### config.mk
export PLATFORM = sky130hd
export DESIGN_NAME = tmr_top
export DESIGN_NICKNAME = d
export VERILOG_FILES = /design/src/rtl/tmr_pkg.sv /design/src/rtl/tmr_ext_irq.sv /design/src/rtl/tmr_top.sv
export VERILOG_INCLUDE_DIRS = /design/src /design/src/rtl
export SDC_FILE = /design/constraint.sdc
export NUM_CORES = 1
export LEC_CHECK = 0
export ABC_AREA = 1
export BUFFER_PORTS_ARGS = -buffer_cell sky130_fd_sc_hd__buf_4
export CAP_MARGIN = 10
export CORE_MARGIN = 2
export CORE_UTILIZATION = 58
export CTS_BUF_LIST = sky130_fd_sc_hd__clkbuf_8
export CTS_CLUSTER_SIZE = 28
export DETAILED_ROUTE_END_ITERATION = 12
export PLACE_DENSITY = 0.88
export SLEW_MARGIN = 40
export SYNTH_ARGS = -nofsm -noshare
export SYNTH_HDL_FRONTEND = slang
export SYNTH_HIERARCHICAL = 1
export SYNTH_SLANG_ARGS = --single-unit
### constraint.sdc
create_clock -name clk -period 3.4 [get_ports clk]
set_input_delay 0.17 -clock clk [delete_from_list [all_inputs] [get_ports clk]]
set_output_delay 0.17 -clock clk [all_outputs]
set_load 0.02 [all_outputs]
### src/rtl/tmr_regs.svh
// Register offsets, bit positions, reset values and counter constants
// Assumes inclusion by bare name from rtl/ on the include path
`ifndef TMR_REGS_SVH
`define TMR_REGS_SVH

// ----------------------------------------------------------------------
// Special-function register addresses
// ----------------------------------------------------------------------
`define TMR_ADDR_CTRL       8'h88
`define TMR_ADDR_T0_LOW     8'h8a
`define TMR_ADDR_T1_LOW     8'h8b
`define TMR_ADDR_T0_HIGH    8'h8c
`define TMR_ADDR_T1_HIGH    8'h8d

// ----------------------------------------------------------------------
// Control register bit positions
// ----------------------------------------------------------------------
`define TMR_BIT_T1_OVF      3'h7
`define TMR_BIT_T1_RUN      3'h6
`define TMR_BIT_T0_OVF      3'h5
`define TMR_BIT_T0_RUN      3'h4
`define TMR_BIT_X1_REQ      3'h3
`define TMR_BIT_X1_TRIG     3'h2
`define TMR_BIT_X0_REQ      3'h1
`define TMR_BIT_X0_TRIG     3'h0

// ----------------------------------------------------------------------
// Reset values and counter constants
// ----------------------------------------------------------------------
`define TMR_CTRL_RESET      8'h00
`define TMR_CNT_RESET       8'h00
`define TMR_CNT_MAX         8'hff
`define TMR_CNT_INC         8'h01
`define TMR_RDATA_IDLE      8'h00
`define TMR_BIT_SEL_W       3
`define TMR_BIT_BASE_MSB    7

`endif

### src/rtl/tmr_pkg.sv
// Shared types for the timer and external interrupt control block
// Assumes compilation before any module that names tmr_pkg
package tmr_pkg;

  // ----------------------------------------------------------------------
  // Types
  // ----------------------------------------------------------------------
  typedef logic [7:0] tmr_byte_t;

  // Trigger selection of an external interrupt pin
  typedef enum logic {
    TMR_TRIG_LEVEL,
    TMR_TRIG_EDGE
  } tmr_trig_t;

endpackage : tmr_pkg

### src/rtl/tmr_ext_irq.sv
// One external interrupt input: synchroniser, edge detect, request flag
// Assumes an asynchronous active-low pin and core-clock control strobes
`timescale 1ns/1ps

module tmr_ext_irq (
  input  wire logic clk,
  input  wire logic sys_rst,
  input  wire logic pin_n,
  input  wire logic trig_edge,
  input  wire logic vec_ack,
  input  wire logic sw_wr_en,
  input  wire logic sw_wr_val,
  output logic      req_flag
);

  logic             sync1_reg;
  logic             sync2_reg;
  logic             prev_reg;
  logic             req_next;
  logic             fall_seen;
  tmr_pkg::tmr_trig_t trig_mode;

  // ----------------------------------------------------------------------
  // Pin sampling
  // ----------------------------------------------------------------------
  // Two-stage synchroniser plus one history stage, idle high
  always_ff @(posedge clk) begin
    if (sys_rst) begin
      sync1_reg <= 1'b1;
      sync2_reg <= 1'b1;
      prev_reg  <= 1'b1;
    end else begin
      sync1_reg <= pin_n;
      sync2_reg <= sync1_reg;
      prev_reg  <= sync2_reg;
    end
  end

  // ----------------------------------------------------------------------
  // Request flag
  // ----------------------------------------------------------------------
  // High sample followed by low sample
  assign fall_seen = prev_reg & ~sync2_reg;
  assign trig_mode = trig_edge ? tmr_pkg::TMR_TRIG_EDGE : tmr_pkg::TMR_TRIG_LEVEL;

  // Level mode tracks the pin; edge mode is sticky, set beats clear
  always_comb begin
    unique case (trig_mode)
      tmr_pkg::TMR_TRIG_LEVEL: req_next = ~sync2_reg;
      tmr_pkg::TMR_TRIG_EDGE: begin
        if (fall_seen) begin
          req_next = 1'b1;
        end else if (sw_wr_en) begin
          req_next = sw_wr_val;
        end else if (vec_ack) begin
          req_next = 1'b0;
        end else begin
          req_next = req_flag;
        end
      end
    endcase
  end

  always_ff @(posedge clk) begin
    if (sys_rst) begin
      req_flag <= 1'b0;
    end else begin
      req_flag <= req_next;
    end
  end

endmodule : tmr_ext_irq

### src/rtl/tmr_top.sv
// Timer 0/1 count registers, shared control register, external irq flags
// Assumes a core-clock SFR bus with one-cycle strobes and same-clock acks
//
// What this block does
// - Each timer has two count bytes, separate or joined as sixteen bits.
// - Timer 0 high byte sits at 8CH, low byte at 8AH.
// - Timer 1 high byte sits at 8DH, low byte at 8BH.
// - Control bit 7 sets whenever timer 1 overflows.
// - Control bit 7 clears when the core vectors to timer 1 service.
// - Timer 1 counts while control bit 6 is one.
// - Control bit 5 sets on timer 0 overflow, clears on its vectoring.
// - Timer 0 counts while control bit 4 is one.
// - Bit 3 sets on falling edge or low level of pin 1.
// - Vectoring clears an external request only in edge mode.
// - Bit 2 one selects falling edge for pin 1, zero low level.
// - Bit 1 sets on falling edge or low level of pin 0.
// - Bit 0 one selects falling edge for pin 0, zero low level.
// - Lower four control bits never affect either timer.
// - Control register at 88H, bit addressable, resets to 00H.
`timescale 1ns/1ps
`include "tmr_regs.svh"

module tmr_top #(
  parameter int NUM_TIMERS = 2
) (
  input  wire logic                   clk,
  input  wire logic                   sys_rst,
  input  wire logic [7:0]             sfr_addr,
  input  wire logic                   sfr_wr,
  input  wire logic [7:0]             sfr_wdata,
  input  wire logic                   sfr_rd,
  input  wire logic [7:0]             sfr_bit_addr,
  input  wire logic                   sfr_bit_wr,
  input  wire logic                   sfr_bit_val,
  input  wire logic [NUM_TIMERS-1:0]  count_tick,
  input  wire logic [NUM_TIMERS-1:0]  mode_16bit,
  input  wire logic [NUM_TIMERS-1:0]  vec_ack_timer,
  input  wire logic                   vec_ack_ext0,
  input  wire logic                   vec_ack_ext1,
  input  wire logic                   ext_irq_pin_0_n,
  input  wire logic                   ext_irq_pin_1_n,
  output logic [7:0]                  sfr_rdata,
  output logic                        sfr_rd_hit,
  output logic                        timer0_overflow_flag,
  output logic                        timer1_overflow_flag,
  output logic                        ext_irq0_request_flag,
  output logic                        ext_irq1_request_flag
);

  // ----------------------------------------------------------------------
  // Address decode helpers
  // ----------------------------------------------------------------------
  // Byte address match, used for every register
  function automatic logic addr_is(input logic [7:0] addr, input logic [7:0] target);
    addr_is = (addr == target);
  endfunction : addr_is

  // Low byte address of a timer
  function automatic logic [7:0] low_addr(input int idx);
    low_addr = (idx == 0) ? `TMR_ADDR_T0_LOW : `TMR_ADDR_T1_LOW;
  endfunction : low_addr

  // High byte address of a timer
  function automatic logic [7:0] high_addr(input int idx);
    high_addr = (idx == 0) ? `TMR_ADDR_T0_HIGH : `TMR_ADDR_T1_HIGH;
  endfunction : high_addr

  // Overflow flag position of a timer
  function automatic logic [2:0] ovf_bit(input int idx);
    ovf_bit = (idx == 0) ? `TMR_BIT_T0_OVF : `TMR_BIT_T1_OVF;
  endfunction : ovf_bit

  // Run control position of a timer
  function automatic logic [2:0] run_bit(input int idx);
    run_bit = (idx == 0) ? `TMR_BIT_T0_RUN : `TMR_BIT_T1_RUN;
  endfunction : run_bit

  // ----------------------------------------------------------------------
  // Declarations
  // ----------------------------------------------------------------------
  tmr_pkg::tmr_byte_t          cnt_low_reg  [NUM_TIMERS];
  tmr_pkg::tmr_byte_t          cnt_high_reg [NUM_TIMERS];
  logic [NUM_TIMERS-1:0]       ovf_reg;
  logic [NUM_TIMERS-1:0]       run_reg;
  logic                        trig0_reg;
  logic                        trig1_reg;
  logic                        x0_req;
  logic                        x1_req;
  tmr_pkg::tmr_byte_t          ctrl_view;
  tmr_pkg::tmr_byte_t          rdata_next;
  logic                        rd_hit_next;
  logic                        ctrl_byte_wr;
  logic                        ctrl_bit_hit;
  logic [7:0]                  ctrl_wr_en;
  logic [7:0]                  ctrl_wr_val;
  logic [7:0]                  bit_onehot;
  logic [NUM_TIMERS-1:0]       low_sel;
  logic [NUM_TIMERS-1:0]       high_sel;
  tmr_pkg::tmr_byte_t          timer_rd [NUM_TIMERS];

  // ----------------------------------------------------------------------
  // Control register write strobes
  // ----------------------------------------------------------------------
  // Byte write or single-bit write, both land in the same flops
  assign ctrl_byte_wr = sfr_wr & addr_is(sfr_addr, `TMR_ADDR_CTRL);
  assign ctrl_bit_hit = sfr_bit_wr &
                        (sfr_bit_addr[`TMR_BIT_BASE_MSB:`TMR_BIT_SEL_W] ==
                         5'(`TMR_ADDR_CTRL >> `TMR_BIT_SEL_W));
  assign bit_onehot   = 8'h01 << sfr_bit_addr[`TMR_BIT_SEL_W-1:0];
  assign ctrl_wr_en   = ctrl_byte_wr ? 8'hff : (ctrl_bit_hit ? bit_onehot : 8'h00);
  assign ctrl_wr_val  = ctrl_byte_wr ? sfr_wdata : {8{sfr_bit_val}};

  // ----------------------------------------------------------------------
  // Timers
  // ----------------------------------------------------------------------
  genvar gi;
  generate
    for (gi = 0; gi < NUM_TIMERS; gi++) begin : g_timer
      logic               tick;
      logic               low_wrap;
      logic               high_wrap;
      logic               overflow;
      logic               low_wr;
      logic               high_wr;
      logic               ovf_next;
      logic               run_next;
      tmr_pkg::tmr_byte_t low_next;
      tmr_pkg::tmr_byte_t high_next;

      // Counting gated only by this timer's run bit
      assign tick      = run_reg[gi] & count_tick[gi];
      // Wrap from maximum to zero
      assign low_wrap  = tick & (cnt_low_reg[gi] == `TMR_CNT_MAX);
      assign high_wrap = low_wrap & (cnt_high_reg[gi] == `TMR_CNT_MAX);
      // Joined mode overflows on the full sixteen-bit wrap
      assign overflow  = mode_16bit[gi] ? high_wrap : low_wrap;

      assign low_sel[gi]  = addr_is(sfr_addr, low_addr(gi));
      assign high_sel[gi] = addr_is(sfr_addr, high_addr(gi));
      assign low_wr       = sfr_wr & low_sel[gi];
      assign high_wr      = sfr_wr & high_sel[gi];
      assign timer_rd[gi] = high_sel[gi] ? cnt_high_reg[gi] : cnt_low_reg[gi];

      // Software write beats a count in the same cycle
      assign low_next  = low_wr ? sfr_wdata :
                         (tick ? cnt_low_reg[gi] + `TMR_CNT_INC : cnt_low_reg[gi]);
      // High byte carries only in joined mode
      assign high_next = high_wr ? sfr_wdata :
                         ((mode_16bit[gi] & low_wrap) ?
                          cnt_high_reg[gi] + `TMR_CNT_INC : cnt_high_reg[gi]);

      // Overflow set beats software or vector clear
      assign ovf_next  = overflow ? 1'b1 :
                         (ctrl_wr_en[ovf_bit(gi)] ? ctrl_wr_val[ovf_bit(gi)] :
                          (vec_ack_timer[gi] ? 1'b0 : ovf_reg[gi]));
      assign run_next  = ctrl_wr_en[run_bit(gi)] ? ctrl_wr_val[run_bit(gi)] :
                         run_reg[gi];

      // Count bytes
      always_ff @(posedge clk) begin
        if (sys_rst) begin
          cnt_low_reg[gi]  <= `TMR_CNT_RESET;
          cnt_high_reg[gi] <= `TMR_CNT_RESET;
        end else begin
          cnt_low_reg[gi]  <= low_next;
          cnt_high_reg[gi] <= high_next;
        end
      end

      // Flag raised on the edge that wraps the counter
      always_ff @(posedge clk) begin
        if (sys_rst) begin
          ovf_reg[gi] <= 1'(`TMR_CTRL_RESET >> ovf_bit(gi));
          run_reg[gi] <= 1'(`TMR_CTRL_RESET >> run_bit(gi));
        end else begin
          ovf_reg[gi] <= ovf_next;
          run_reg[gi] <= run_next;
        end
      end
    end
  endgenerate

  // ----------------------------------------------------------------------
  // External interrupt trigger selection
  // ----------------------------------------------------------------------
  // Software-owned trigger bits in the low nibble
  always_ff @(posedge clk) begin
    if (sys_rst) begin
      trig0_reg <= 1'(`TMR_CTRL_RESET >> `TMR_BIT_X0_TRIG);
      trig1_reg <= 1'(`TMR_CTRL_RESET >> `TMR_BIT_X1_TRIG);
    end else begin
      if (ctrl_wr_en[`TMR_BIT_X0_TRIG]) begin
        trig0_reg <= ctrl_wr_val[`TMR_BIT_X0_TRIG];
      end
      if (ctrl_wr_en[`TMR_BIT_X1_TRIG]) begin
        trig1_reg <= ctrl_wr_val[`TMR_BIT_X1_TRIG];
      end
    end
  end

  // ----------------------------------------------------------------------
  // External interrupt request flags
  // ----------------------------------------------------------------------
  // Pin 0 request
  tmr_ext_irq u_ext0 (
    .clk       (clk),
    .sys_rst   (sys_rst),
    .pin_n     (ext_irq_pin_0_n),
    .trig_edge (trig0_reg),
    .vec_ack   (vec_ack_ext0),
    .sw_wr_en  (ctrl_wr_en[`TMR_BIT_X0_REQ]),
    .sw_wr_val (ctrl_wr_val[`TMR_BIT_X0_REQ]),
    .req_flag  (x0_req)
  );

  // Pin 1 request
  tmr_ext_irq u_ext1 (
    .clk       (clk),
    .sys_rst   (sys_rst),
    .pin_n     (ext_irq_pin_1_n),
    .trig_edge (trig1_reg),
    .vec_ack   (vec_ack_ext1),
    .sw_wr_en  (ctrl_wr_en[`TMR_BIT_X1_REQ]),
    .sw_wr_val (ctrl_wr_val[`TMR_BIT_X1_REQ]),
    .req_flag  (x1_req)
  );

  // ----------------------------------------------------------------------
  // Read path
  // ----------------------------------------------------------------------
  // Assembled control byte
  assign ctrl_view = {ovf_reg[1], run_reg[1], ovf_reg[0], run_reg[0],
                      x1_req, trig1_reg, x0_req, trig0_reg};

  // Read mux; unmapped addresses answer zero with no hit
  assign rd_hit_next = addr_is(sfr_addr, `TMR_ADDR_CTRL) | (|low_sel) | (|high_sel);
  assign rdata_next  = addr_is(sfr_addr, `TMR_ADDR_CTRL) ? ctrl_view :
                       ((low_sel[1] | high_sel[1]) ? timer_rd[1] :
                        ((low_sel[0] | high_sel[0]) ? timer_rd[0] : `TMR_RDATA_IDLE));

  // Read data registered one cycle after the strobe
  always_ff @(posedge clk) begin
    if (sys_rst) begin
      sfr_rdata  <= `TMR_RDATA_IDLE;
      sfr_rd_hit <= 1'b0;
    end else begin
      sfr_rdata  <= sfr_rd ? rdata_next : `TMR_RDATA_IDLE;
      sfr_rd_hit <= sfr_rd & rd_hit_next;
    end
  end

  // ----------------------------------------------------------------------
  // Flag outputs
  // ----------------------------------------------------------------------
  // Straight from the flag flops
  assign timer0_overflow_flag  = ovf_reg[0];
  assign timer1_overflow_flag  = ovf_reg[1];
  assign ext_irq0_request_flag = x0_req;
  assign ext_irq1_request_flag = x1_req;

endmodule : tmr_top

======== Word-level counts from Yosys, hierarchy flattened ========
Memories as Yosys holds them, arrays and structs flattened.
Cells that the tools add are included.
storage, ports and cells
  register bits ........................... 23
  memory bits (writable) .................. 32
  input bits .............................. 40
  output and inout bits ................... 13
  word-level logic and storage cells ...... 111
  memories kept ........................... 2
operators by class
  add/subtract/negate cells ............... 4
  equal/unequal tests ..................... 12
  shift operators ......................... 1
  muxes and demuxes ....................... 41
  bitwise operators ....................... 30
  reductions and logical operators ........ 5
memories
  name          words  width  read ports  clocked after Yosys merged registers in  wr ports  RTL line       text
  cnt_high_reg  2      8      2           0                                        2         tmr_top.sv:82  tmr_pkg::tmr_byte_t cnt_high_reg [NUM_TIMERS];
  cnt_low_reg   2      8      2           0                                        2         tmr_top.sv:81  tmr_pkg::tmr_byte_t cnt_low_reg [NUM_TIMERS];
operators with widths
  kind                                                                     number
  8-bit two-way mux                                                        20
  8-bit equality test, second input constant                               9
  8-bit by 1-bit adder with 8-bit output, second input constant            4
  1-bit two-way mux                                                        19
  1-bit bitwise AND                                                        17
  4-bit by 3-bit inequality test with 1-bit output, second input constant  2
  1-bit OR                                                                 8
  1-bit by 3-bit left shift with 8-bit output, first input constant        1
  3-bit nonzero test                                                       2
  2-bit OR reduction                                                       3
  5-bit equality test, second input constant                               1
  1-bit NOT                                                                5
  1-bit case mux with 2 select lines                                       2

======== Logic depth before layout (Yosys ltp) ========
  depth after elaboration ................. 7
  gate-level depth with buffers ........... 12
  depth with buffers taken out ............ 11

======== Hierarchy ========
Netlist, hierarchy kept.
by module, submodules not included
  module       instances  cells an instance  area each (um2)  sequential area each (um2)
  tmr_top      1          559                3420.8           940.9
  tmr_ext_irq  2          19                 143.9            80.1

======== Worst setup path before layout ========
Ideal clock, no wire load.
  path type ............................... register to register
  from .................................... memory cnt_low_reg[1][0] (netlist name)
  to ...................................... memory cnt_high_reg[1][6] (netlist name)
  setup time .............................. 0.117 ns
  arrival time ............................ 1.271 ns
  required time ........................... 3.283 ns
  path slack .............................. 2.012 ns
  cell stages (with the launch flop) ...... 9
  buffers on the path ..................... 0
  clock period less this slack ............ 1.388 ns
  path through ............................ dfxtp_1 -> ha_1 -> nand2_1 -> nor2_1 -> nand3_1 -> nand2_2 -> inv_2 -> a21oi_1 -> nor2_1
RTL lines
  element      RTL line
  from (decl)  tmr_top.sv:81
  to (decl)    tmr_top.sv:82

==> results.md <==
Setup path:
- The critical path capture point type is a flip-flop.
- The startpoint of the worst setup timing path is ctrl_view[4]$_SDFFE_PP0P_.
- The biggest fanout along the worst timing path is 11.
- In this run the critical register-to-register path is launched from ctrl_view[4]$_SDFFE_PP0P_.
- The required time at the endpoint of the critical path is 3620 ps.
- The setup check on the worst reg-to-reg path leaves a slack of 1720 ps.
- The kind of cell adding the most delay to the critical path is simple AND/OR/NAND/NOR gates.
- In this run the worst setup path terminates at cnt_high_reg[0][5]$_SDFFE_PP0P_.
- The worst reg2reg path depth is 7.
- Data arrives at the worst endpoint at 1910 ps.
- The delay contributed by the slowest stage of the critical path is 450 ps.
- The cell type of the slowest stage on the worst timing path is sky130_fd_sc_hd__dfxtp_1.
- The worst setup path is of the reg2reg kind.
- The startpoint type of the worst setup path is a flip-flop.
- The terminus of the critical flop-to-flop path is cnt_high_reg[0][5]$_SDFFE_PP0P_.
- The critical path depth is 7.
- Among the stages of the critical path, the cell type that occurs most often is sky130_fd_sc_hd__inv_1.
- Walking the worst path, the cells encountered are nand2_1 > inv_1 > nand4_1 > nand2_4 > o21ai_0 > inv_1 > a21oi_1.
- The critical path contains buffers and inverters numbering 2 combined.

Drt:
- The post-detailed-routing wire length is 10400 um.
- The final routed DRC violation total is 0.
- The detailed router placed 4000 vias in this run.
- The number of DRC violations after detailed-routing iteration 0 is 369.
- The first TritonRoute pass finished after 5 iterations.
- After detailed routing, the number of vias per cell comes to 5.55.
- The average wire per standard cell is approximately 14 um.
- The final antenna-violating net count is 0.

Clock network:
- TritonCTS built the clock tree.
- The maximum number of buffers from clock root to sink is 2.
- The number of buffers inserted by hold repair at cts is 0.
- The cell at the root of the clock tree is sky130_fd_sc_hd__clkbuf_8.
- The post-cts repair resize count is 0.
- The source-to-sink clock delay at the later pin of the worst-skew pair is 330 ps.
- The clock sink count is 55.
- After clock tree synthesis, the setup repair step added 0 buffers.
- The H-tree generated during clock tree synthesis spans 2 levels.
- The clock-pin transition on the worst setup and hold timing paths is between 100 and 150 ps.
- TritonCTS created 5 clock buffers.

Power:
- The analysis attributes to cell leakage a power of 0.00213 uW.
- The maximum VDD drop is 232 uV.
- Dividing total power by cell area gives a power density of 289 nW/um2.

STA:
- Across all hold checks on the routed design, the worst slack comes to 28.2 ps.
- The slew at the pin closest to its max-slew limit is 803 ps.
- Of the available clock period, the critical path in the final layout requires 0.495.
- Setup repair after global routing left no endpoint under its margin.
- Setup violations remaining at the end of the flow were counted as 0.
- Based on the critical path, the design can be clocked at up to 0.595 GHz.
- The clock skew is approximately 16 ps.
- The count of pins over their slew limit was 0.
- Adding up every negative setup slack in the final design gives 0 ps.
- The routed design could run at a clock period as short as between 1500 and 2000 ps.
- The worst slew slack as a fraction of its limit is 0.461.
- The total count of hold-check failures in the final report is 0.

Global routing:
- The wire length of the first global-routing pass is roughly 17000 um.
- The number of antenna violations at the first check in global routing was 0.
- For this run, the total global-route usage over all layers was measured as 0.303.
- The maximum number of pins on one net before global-route repair is 31.
- The number of global-route vias before repair is 3726.
- For this run the aggregate overflow at the end of global routing stands at 0.

Synth:
- In this run the cell area of the synthesized design comes to 3710 um2.
- The number of enable flip-flop cells after synthesis is 0.
- The post-synthesis async set-or-reset flop share is 0.
- The share of the Yosys chip area taken by registers is 0.297.
- Counting every net in the synthesized netlist gives 641.
- After synthesis, the mean cell area works out to between 6 and 7 um2.
- After synthesis, the netlist uses 36 different library cells.
- The flip-flop and latch count after synthesis is 55.
- The yosys synthesis warning count is 6.
- The synthesized instance count is just under 600.
- The leading register cell type out of synthesis is sky130_fd_sc_hd__dfxtp_1.

Placed design:
- The number of buffers inserted by port buffering is 52.
- The HPWL after detailed placement is 7810 um.
- After detailed placement, the design holds a cell count of 713.
- The post-detailed-placement cell area is 4110 um2.
- The routability congestion estimate is 0.943.

Floorplan:
- The floorplan step set the die width to 84.0 um.
- The core area is 6280 um2.
- After floorplanning, the core was divided into 29 placement rows.
- The initial core utilization is 0.591.
- The height of the die is 84.0 um.
- The floorplan step defined a die boundary enclosing approximately 7000 um2.
- The boundary pin count is 53.

Final layout:
- In the final layout, the share of cells above drive strength 1 is 0.140.
- Compared with the post-synthesis result, the final layout area differs by 13.8%.
- The number of antenna diodes in the final layout is 0.
- The core utilization of the finished layout is 0.672.
- Once layout is done, the placed cells without fillers occupy 4220 um2.
- After the flow finishes, the layout carries non-filler instances totaling 721.
- The final-stage net count is between 600 and 700.

Hold path:
- In this run the worst hold path is classified as in2reg.

Flow run:
- Across the run, the number of max-cap violations was 0.

Run status:
- The run finished with clean final reports.
==> cell usage after synthesis, types with 3 or more instances <==
cell type,count,area [um2]
sky130_fd_sc_hd__nor2_8,3,60.1
sky130_fd_sc_hd__buf_2,4,20.0
sky130_fd_sc_hd__dfxtp_1,55,1100
sky130_fd_sc_hd__xor2_1,13,114
sky130_fd_sc_hd__nor3_1,6,30.0
sky130_fd_sc_hd__o21ai_1,8,40.0
sky130_fd_sc_hd__or2_1,4,25.0
sky130_fd_sc_hd__buf_6,3,33.8
sky130_fd_sc_hd__o21ai_0,30,150
sky130_fd_sc_hd__nand2_1,163,612
sky130_fd_sc_hd__nor2_1,82,308
sky130_fd_sc_hd__clkbuf_1,5,18.8
sky130_fd_sc_hd__nand2_4,3,33.8
sky130_fd_sc_hd__a21oi_1,13,65.1
sky130_fd_sc_hd__nand4_1,12,75.1
sky130_fd_sc_hd__inv_1,73,274
sky130_fd_sc_hd__nand3_1,79,395
sky130_fd_sc_hd__nand2_2,8,50.1
sky130_fd_sc_hd__nor2_2,3,18.8
sky130_fd_sc_hd__ha_1,4,50.1
sky130_fd_sc_hd__inv_2,4,15.0
sky130_fd_sc_hd__xnor2_1,4,35.0
==> layout by cell type, fill, tap and decap left out, types with 12 or more instances in the layout <==
cell	count
sky130_fd_sc_hd__nand4_1	12
sky130_fd_sc_hd__xor2_1	13
sky130_fd_sc_hd__a21oi_1	13
sky130_fd_sc_hd__nor2_1	82
sky130_fd_sc_hd__nand2_1	163
sky130_fd_sc_hd__nand3_1	79
sky130_fd_sc_hd__buf_4	52
sky130_fd_sc_hd__inv_1	73
sky130_fd_sc_hd__o21ai_0	30
sky130_fd_sc_hd__dfxtp_1	55
==> worst min path at each step <==
stage | start | to | slack [ps] | cells after the start
3_3_place_gp | ext_irq_pin_1_n | u_ext1/sync1_reg$_SDFF_PP1_ | 350 | 2
2_1_floorplan | sys_rst | u_ext0/prev_reg$_SDFF_PP1_ | 260 | 2
5_1_grt | ext_irq_pin_1_n | u_ext1/sync1_reg$_SDFF_PP1_ | 20 | 2
3_5_place_dp | ext_irq_pin_1_n | u_ext1/sync1_reg$_SDFF_PP1_ | 360 | 2
6_report | ext_irq_pin_1_n | u_ext1/sync1_reg$_SDFF_PP1_ | 30 | 2
4_1_cts | ext_irq_pin_1_n | u_ext1/sync1_reg$_SDFF_PP1_ | 30 | 2
==> routing by layer <==
layer  part of all wire  global-route usage  up-vias
met1               0.40               0.387     1728
met4              0.049               0.155        0
met3              0.099              0.0504       45
met2               0.46               0.492      238
met5                  0                   0        -
li1                   -                   -     1989
==> where the power goes <==
group	switching, uW	internal, uW	total (uW)
combinational	74.6	45.1	120
clock	227	220	447
sequential	2.84	648	651
==> worst register-to-register path: stages (launching register included) <==
cell and delay, ps:
sky130_fd_sc_hd__dfxtp_1 450, sky130_fd_sc_hd__nand2_1 290, sky130_fd_sc_hd__inv_1 300, sky130_fd_sc_hd__nand4_1 180, sky130_fd_sc_hd__nand2_4 150, sky130_fd_sc_hd__o21ai_0 110
sky130_fd_sc_hd__inv_1 60, sky130_fd_sc_hd__a21oi_1 50
==> area by class of cell <==
type | count | area [um2]
sequential | 55 | 1100
timing repair buffer | 52 | 390
clock inverter | 3 | 42.5
fill | 581 | 2060
tap | 77 | 96.3
inverter | 79 | 299
multi-input combinational | 450 | 2220
clock buffer | 5 | 68.8
==> cell families after synthesis <==
logic type | share of synthesized area
flip-flops | 0.297
buffers and inverters | 0.104
adder cells (fa/ha/maj) | 0.0135
XOR/XNOR | 0.0401
AND/OR/NAND/NOR | 0.464
AO/OA/AOI/OAI | 0.0813
==> per-stage QoR <==
| stage | worst slack, ps | power (uW) |
|---|---|---|
| 2_1_floorplan | 2010 | 721 |
| 3_3_place_gp | 1640 | 780 |
| 3_5_place_dp | 1620 | 783 |
| 4_1_cts | 1760 | 1220 |
| 5_1_grt | 1560 | 1250 |
| 6_report | 1720 | 1220 |
(Power assumes the default switching activity.)
